==> config.mk <==
export PLATFORM = sky130hd
export DESIGN_NAME = ltm_timer
export DESIGN_NICKNAME = d
export VERILOG_FILES = /design/src/rtl/ltm_pkg.sv /design/src/rtl/ltm_timer.sv
export SDC_FILE = /design/constraint.sdc
export NUM_CORES = 1
export LEC_CHECK = 0
export BUFFER_PORTS_ARGS = -buffer_cell sky130_fd_sc_hd__buf_2
export CAP_MARGIN = 5
export CORE_MARGIN = 1.5
export CORE_UTILIZATION = 40
export CTS_BUF_LIST = sky130_fd_sc_hd__clkbuf_2 sky130_fd_sc_hd__clkbuf_4 sky130_fd_sc_hd__clkbuf_8
export CTS_CLUSTER_DIAMETER = 200
export DETAILED_ROUTE_END_ITERATION = 10
export PLACE_DENSITY = 0.66
export SYNTH_ARGS = -nofsm -noshare
export SYNTH_HDL_FRONTEND = slang
export SYNTH_SLANG_ARGS = --single-unit
==> constraint.sdc <==
create_clock -name hclk -period 5.51 [get_ports hclk]
set_clock_uncertainty 0.05 [all_clocks]
set_input_delay 0.8265 -clock hclk [delete_from_list [all_inputs] [get_ports hclk]]
set_output_delay 0.8265 -clock hclk [all_outputs]
set_load 0.02 [all_outputs]
==> src/rtl/ltm_pkg.sv <==
// Constants, field layouts and carrier types for the dual timebase capture timer
package ltm_pkg;

    // ---------------------------------------------------------------
    // Register indices, byte address is four times the index
    // ---------------------------------------------------------------
    localparam logic [5:0] IDX_CSR2 = 6'h08;
    localparam logic [5:0] IDX_RELOAD = 6'h09;
    localparam logic [5:0] IDX_CNT2 = 6'h0a;
    localparam logic [5:0] IDX_CSR1 = 6'h0b;
    localparam logic [5:0] IDX_CAP = 6'h0c;

    // ---------------------------------------------------------------
    // Field positions and reset values
    // ---------------------------------------------------------------
    localparam int unsigned CSR2_IE_BIT = 1;
    localparam int unsigned CSR2_FLAG_BIT = 0;
    localparam logic [7:0] BYTE_ZERO = 8'h00;
    localparam logic [23:0] PAD_ZERO = 24'h000000;

    // Flag vector positions
    localparam int unsigned FL_TB2 = 0;
    localparam int unsigned FL_CAP = 1;
    localparam int unsigned FL_TB1 = 2;
    localparam int unsigned NFLAGS = 3;

    // ---------------------------------------------------------------
    // Timing counts
    // ---------------------------------------------------------------
    localparam logic [4:0] PRESC_LAST = 5'h1f;
    localparam logic [4:0] PRESC_ZERO = 5'h00;
    localparam logic [7:0] C1_LAST = 8'hf9;
    localparam logic [7:0] C2_LAST = 8'hff;

    // ---------------------------------------------------------------
    // Bus constants
    // ---------------------------------------------------------------
    localparam logic [2:0] SIZE_WORD = 3'h2;

    typedef struct packed {
        logic capture_irq_enable;
        logic capture_flag;
        logic tb;
        logic first_timebase_irq_enable;
        logic first_timebase_flag;
        logic [2:0] rsvd;
    } ltm_csr1_t;

    typedef struct packed {
        logic wr;
        logic [5:0] idx;
    } ltm_pend_t;

endpackage

==> src/rtl/ltm_timer.sv <==
// Dual timebase capture timer with AHB-Lite register slave
`timescale 1ns/10ps
module ltm_timer
    import ltm_pkg::*;
(
    input wire logic hclk,
    input wire logic hresetn,
    input wire logic ce,
    input wire logic halt_mode,
    input wire logic capture_input_pin,
    input wire logic hsel,
    input wire logic [31:0] haddr,
    input wire logic [1:0] htrans,
    input wire logic hwrite,
    input wire logic [2:0] hsize,
    input wire logic [31:0] hwdata,
    input wire logic hready,
    output logic hreadyout,
    output logic [31:0] hrdata,
    output logic hresp,
    output logic irq
);

    // ---------------------------------------------------------------
    // State
    // ---------------------------------------------------------------
    logic [4:0] presc_reg, presc_next;
    logic [7:0] c1_reg, c1_next;
    logic [7:0] c2_reg, c2_next;
    logic [7:0] reload_reg, reload_next;
    logic [7:0] cap_reg, cap_next;
    logic half_reg, half_next;
    logic pin_reg, pin_next;
    logic second_timebase_irq_enable_reg, second_timebase_irq_enable_next;
    logic capture_irq_enable_reg, capture_irq_enable_next;
    logic tb_reg, tb_next;
    logic first_timebase_irq_enable_reg, first_timebase_irq_enable_next;
    logic [NFLAGS-1:0] flag_reg, flag_next;
    logic [NFLAGS-1:0] flag_set, flag_clr, flag_en;
    ltm_pend_t pend_reg, pend_next;
    logic [31:0] hrdata_reg, hrdata_next;
    logic irq_reg, irq_next;
    logic hreadyout_reg;

    logic tick, c1_wrap, c2_wrap, pin_edge, take, rd;
    logic [5:0] ridx;
    logic [7:0] rd_byte;
    ltm_csr1_t csr1_view;

    // ---------------------------------------------------------------
    // Timebase and capture
    // ---------------------------------------------------------------
    always_comb begin
        tick = ~halt_mode & (presc_reg == PRESC_LAST);
        c1_wrap = tick & (c1_reg == C1_LAST);
        c2_wrap = tick & (c2_reg == C2_LAST);
        pin_edge = pin_reg ^ capture_input_pin;
        pin_next = capture_input_pin;

        presc_next = presc_reg;
        if (~halt_mode) begin
            presc_next = presc_reg + 5'h01;
        end

        c1_next = c1_reg;
        half_next = half_reg;
        if (c1_wrap) begin
            c1_next = BYTE_ZERO;
            half_next = ~half_reg;
        end else if (tick) begin
            c1_next = c1_reg + 8'h01;
        end

        c2_next = c2_reg;
        if (c2_wrap) begin
            c2_next = reload_reg;
        end else if (tick) begin
            c2_next = c2_reg + 8'h01;
        end

        cap_next = cap_reg;
        if (pin_edge & ~flag_reg[FL_CAP]) begin
            cap_next = c1_reg;
        end
    end

    // ---------------------------------------------------------------
    // Bus decode and register writes
    // ---------------------------------------------------------------
    always_comb begin
        take = hsel & htrans[1] & hready & (hsize == SIZE_WORD);
        rd = take & ~hwrite;
        ridx = haddr[7:2];
        pend_next.wr = take & hwrite;
        pend_next.idx = ridx;

        reload_next = reload_reg;
        second_timebase_irq_enable_next = second_timebase_irq_enable_reg;
        capture_irq_enable_next = capture_irq_enable_reg;
        tb_next = tb_reg;
        first_timebase_irq_enable_next = first_timebase_irq_enable_reg;
        if (pend_reg.wr) begin
            case (pend_reg.idx)
                IDX_CSR2: begin
                    second_timebase_irq_enable_next = hwdata[CSR2_IE_BIT];
                end
                IDX_RELOAD: begin
                    reload_next = hwdata[7:0];
                end
                IDX_CSR1: begin
                    csr1_view = ltm_csr1_t'(hwdata[7:0]);
                    capture_irq_enable_next = csr1_view.capture_irq_enable;
                    tb_next = csr1_view.tb;
                    first_timebase_irq_enable_next = csr1_view.first_timebase_irq_enable;
                end
                default: begin
                    reload_next = reload_reg;
                end
            endcase
        end

        csr1_view = '0;
        csr1_view.capture_irq_enable = capture_irq_enable_reg;
        csr1_view.capture_flag = flag_reg[FL_CAP];
        csr1_view.tb = tb_reg;
        csr1_view.first_timebase_irq_enable = first_timebase_irq_enable_reg;
        csr1_view.first_timebase_flag = flag_reg[FL_TB1];

        case (ridx)
            IDX_CSR2: begin
                rd_byte = BYTE_ZERO;
                rd_byte[CSR2_IE_BIT] = second_timebase_irq_enable_reg;
                rd_byte[CSR2_FLAG_BIT] = flag_reg[FL_TB2];
            end
            IDX_RELOAD: rd_byte = reload_reg;
            IDX_CNT2: rd_byte = c2_reg;
            IDX_CSR1: rd_byte = csr1_view;
            IDX_CAP: rd_byte = cap_reg;
            default: rd_byte = BYTE_ZERO;
        endcase
        hrdata_next = rd ? {PAD_ZERO, rd_byte} : hrdata_reg;
    end

    // ---------------------------------------------------------------
    // Flags and interrupt
    // ---------------------------------------------------------------
    always_comb begin
        flag_set[FL_TB2] = c2_wrap;
        flag_clr[FL_TB2] = rd & (ridx == IDX_CSR2);
        flag_set[FL_CAP] = pin_edge & ~flag_reg[FL_CAP];
        flag_clr[FL_CAP] = rd & (ridx == IDX_CAP);
        // counter 1 flag, doubled period skips every other wrap
        flag_set[FL_TB1] = c1_wrap & (half_reg | ~tb_reg);
        flag_clr[FL_TB1] = rd & (ridx == IDX_CSR1);
        flag_en[FL_TB2] = second_timebase_irq_enable_reg;
        flag_en[FL_CAP] = capture_irq_enable_reg;
        flag_en[FL_TB1] = first_timebase_irq_enable_reg;
    end

    genvar gi;
    generate
        for (gi = 0; gi < NFLAGS; gi++) begin : g_flag
            assign flag_next[gi] = flag_set[gi] | (flag_reg[gi] & ~flag_clr[gi]);
        end
    endgenerate

    assign irq_next = |(flag_next & flag_en);

    // ---------------------------------------------------------------
    // Registers
    // ---------------------------------------------------------------
    // Clock enable low freezes every bit except hreadyout_reg; bus should idle meanwhile
    always_ff @(posedge hclk or negedge hresetn) begin
        if (!hresetn) begin
            presc_reg <= PRESC_ZERO;
            c1_reg <= BYTE_ZERO;
            c2_reg <= BYTE_ZERO;
            reload_reg <= BYTE_ZERO;
            cap_reg <= BYTE_ZERO;
            half_reg <= 1'b0;
            pin_reg <= 1'b0;
            second_timebase_irq_enable_reg <= 1'b0;
            capture_irq_enable_reg <= 1'b0;
            tb_reg <= 1'b0;
            first_timebase_irq_enable_reg <= 1'b0;
            // Capture flag has no defined reset value; cleared for determinism
            flag_reg <= '0;
            pend_reg <= '0;
            hrdata_reg <= '0;
            irq_reg <= 1'b0;
        end else if (ce) begin
            presc_reg <= presc_next;
            c1_reg <= c1_next;
            c2_reg <= c2_next;
            reload_reg <= reload_next;
            cap_reg <= cap_next;
            half_reg <= half_next;
            pin_reg <= pin_next;
            second_timebase_irq_enable_reg <= second_timebase_irq_enable_next;
            capture_irq_enable_reg <= capture_irq_enable_next;
            tb_reg <= tb_next;
            first_timebase_irq_enable_reg <= first_timebase_irq_enable_next;
            flag_reg <= flag_next;
            pend_reg <= pend_next;
            hrdata_reg <= hrdata_next;
            irq_reg <= irq_next;
        end
    end

    // Zero wait states: ready rises at the first edge after reset
    always_ff @(posedge hclk or negedge hresetn) begin
        if (!hresetn) begin
            hreadyout_reg <= 1'b0;
        end else begin
            hreadyout_reg <= 1'b1;
        end
    end

    assign hreadyout = hreadyout_reg;
    assign hrdata = hrdata_reg;
    assign hresp = 1'b0;
    assign irq = irq_reg;
endmodule // ltm_timer

==> impl_metrics.toml <==
[cells_and_area]
fin_util_pct = 46.1
final_nets = 402
register_area_um2 = 1580
drive_gt1_share_pct = 29.5
most-common-layout-cells = "63 x dfrtp_1, 35 x buf_2, 31 x mux2_2, 26 x conb_1, 21 x nand2_1"
multiInputGateArea_um2 = 1460
final_common_cell = "dfrtp_1"
fillers = 710
antennaDiodeCount = 0
area_growth_pct = 12.1

[setup_path]
crit_type = "input port to flip-flop"
cpMaxStageDelayCell = "nor2_1"
cp.required_ns = 5.70
max_stage_delay_ns = 0.37
cp_num_buf_inv = 2
start_kind = "input port"
path_delay_family = "simple AND/OR/NAND/NOR gates"
critical_path.max_fanout = 17
crit_path_end_kind = "flip-flop"
critPathArrivalTime_ns = 2.66
cp_cell_sequence = "buf_2, inv_1, nor2_1, nand2_1, nor3_1, mux2_2"

[yosys]
synth_area_leader_cell = "dfrtp_1"
synth_cell_type_count = 48
syn_area_per_cell_um2 = 11.4
synthTopCellsByArea = "dfrtp_1 50%, mux2_2 11%, buf_4 5.9%"
synthFlopType = "dfrtp_1"
synth_area_um2 = 3180
ys_warn_count = 0
synth_edf_count = 0
synth_seq_area_share_pct = 49.6
ys_async_sr_fraction_pct = 100
synth_cells = 279
synth_seq_cells = 63
synth_top_area_share_pct = 49.6

[placed_design]
gp_congestion = 0.840
dp_hpwl_mm = 4.61
io_buffers = 35

[clocking]
cts_max_level = 3
root_buffer = "clkbuf_8"
cts_hold_buf = 0
clk_latency_ns = 0.35
cts_buffers = 9
post_cts_buffers = 0
clk_pin_slew_ns = 0.07
cts_tree = "yes"
cts_resized = 0
cts_buffer_depth = 2
cts.sinks = 63

[sta]
worstMarginPinSlew_ns = 0.812
period_share_pct = 44.9
timing.setup.tns_ns = 0
report.final.slew_viol_count = 0
finalCriticalPeriod_ns = 2.48
slew_headroom_pct = 45.6
rsz0062_at_grt = "no"
hold_viol = 0
fmax_mhz = 404
setup_viol = 0

[job]
drv_cap = 0

[die]
dieArea_um2 = 8500
start_util_pct = 41.2
core_region_area_um2 = 7730
fp-row-count = 32
die_y_um = 92.2
ios = 112
die_x_um = 92.2

[drt]
firstDrtPassIters = 4
totalWireLength_mm = 6.32
drt_iter0_markers = 162
wire_per_inst_um = 14.8
postRouteAntennaNets = 0
via_per_inst = 5.30
drc = 0
via_count = 2263

[power]
p_leak_nw = 1.69
ir_drop_uv = 165
power.density_nw_per_um2 = 294

[global_routing]
antenna_found_initial = 0
grt_pass1_vias = 2270
grt_pass1_wl_mm = 10.9
grt_start_max_net_pins = 64
gr-total-overflow = 0
track_usage_pct = 16.7

[worst_hold_path]
hold_path_class = "flip-flop to flip-flop"

[run_status]
status = "complete, no violations"
[cells in the mapped netlist, drive strengths merged, types with 2 or more instances]
cell type / number
nand4: 4
nand3: 11
conb: 2
inv: 4
nor3: 7
dfrtp: 63
a222oi: 2
buf: 29
nor2: 13
clkbuf: 2
xor2: 7
a31oi: 2
nor3b: 5
mux2: 31
xnor2: 3
nand4b: 4
o21ai: 11
a221o: 5
ha: 5
or3: 3
a22o: 14
nor2b: 2
a22oi: 3
nand2: 21
a21o: 2
and3: 4
a21oi: 8
[metrics by stage]
| step | instance area [µm²] | hold WS, ns | setup slack [ns] | cells | power [mW] |
|---|---|---|---|---|---|
| floorplan | 3270 | 0.388 | 3.21 | 303 | 0.627 |
| global placement | 3370 | 0.403 | 2.67 | 411 | 0.649 |
| detailed placement | 3370 | 0.414 | 2.64 | 411 | 0.656 |
| CTS | 3570 | 0.426 | 3.02 | 427 | 1.06 |
| global route | 3570 | 0.466 | 2.84 | 427 | 1.10 |
| finish | 3570 | 0.420 | 3.03 | 427 | 1.05 |
[kinds of logic (layout without fill, tap and decap cells)]
| logic type | Yosys count | in the layout | synth area share, % |
|---|---|---|---|
| buffers and inverters | 35 | 57 | 7.40 |
| other | 2 | 26 | 0.236 |
| adder cells (fa/ha/maj) | 5 | 5 | 1.97 |
| AO/OA/AOI/OAI | 53 | 53 | 12.6 |
| XOR/XNOR | 10 | 10 | 2.75 |
| multiplexers | 32 | 32 | 11.3 |
| flip-flops | 63 | 63 | 49.6 |
| AND/OR/NAND/NOR | 79 | 79 | 14.2 |
[layer usage]
| layer | vias to the layer above | wire length, µm | global-route usage [%] | part of all wire [%] |
|---|---|---|---|---|
| met5 | - | 0 | 0 | 0 |
| met4 | 0 | 116 | 6.15 | 1.8 |
| met3 | 13 | 290 | 5.64 | 4.6 |
| met2 | 63 | 2980 | 26.3 | 47 |
| met1 | 1129 | 2930 | 21.2 | 46 |
| li1 | 1058 | - | - | - |
[cell type report]
type | count | area share [%]
repair buffers | 37 | 5.33
inverters | 4 | 0.421
well taps | 102 | 3.58
clock buffers | 10 | 3.86
multi-input cells | 205 | 40.9
clock inverters | 6 | 1.68
flip-flops and latches | 63 | 44.2
[worst paths after layout]
path	startpoint	end	slack, ns	cells after the start
worst min register to register	half_reg	half_reg	0.42	1
worst max-delay path	ce	c2_reg[6]	3.03	6
worst max register to register	presc_reg[0]	c2_reg[7]	3.18	9
worst min-delay path	half_reg	half_reg	0.42	1
max in group asynchronous	hresetn	pend_reg[5]	4.30	2
min in group asynchronous	hresetn	reload_reg[2]	0.60	2
[power breakdown]
part / switching, mW / total (mW) / internal (mW)
logic: 0.0618 / 0.112 / 0.0498
registers: 0.0338 / 0.534 / 0.501
clock network: 0.185 / 0.403 / 0.218
total: 0.280 / 1.05 / 0.769
[worst reg2reg max path, delay by kind of cell, from the launching register on]
family                     cells  cell delay, ns
adders and majority gates      2            0.37
and+or+nand+nor                3            0.84
AOI/OAI and AO/OA              3            0.28
buffers and inverters          1            0.27
DFF                            1            0.39
(Power assumes the default switching activity.)
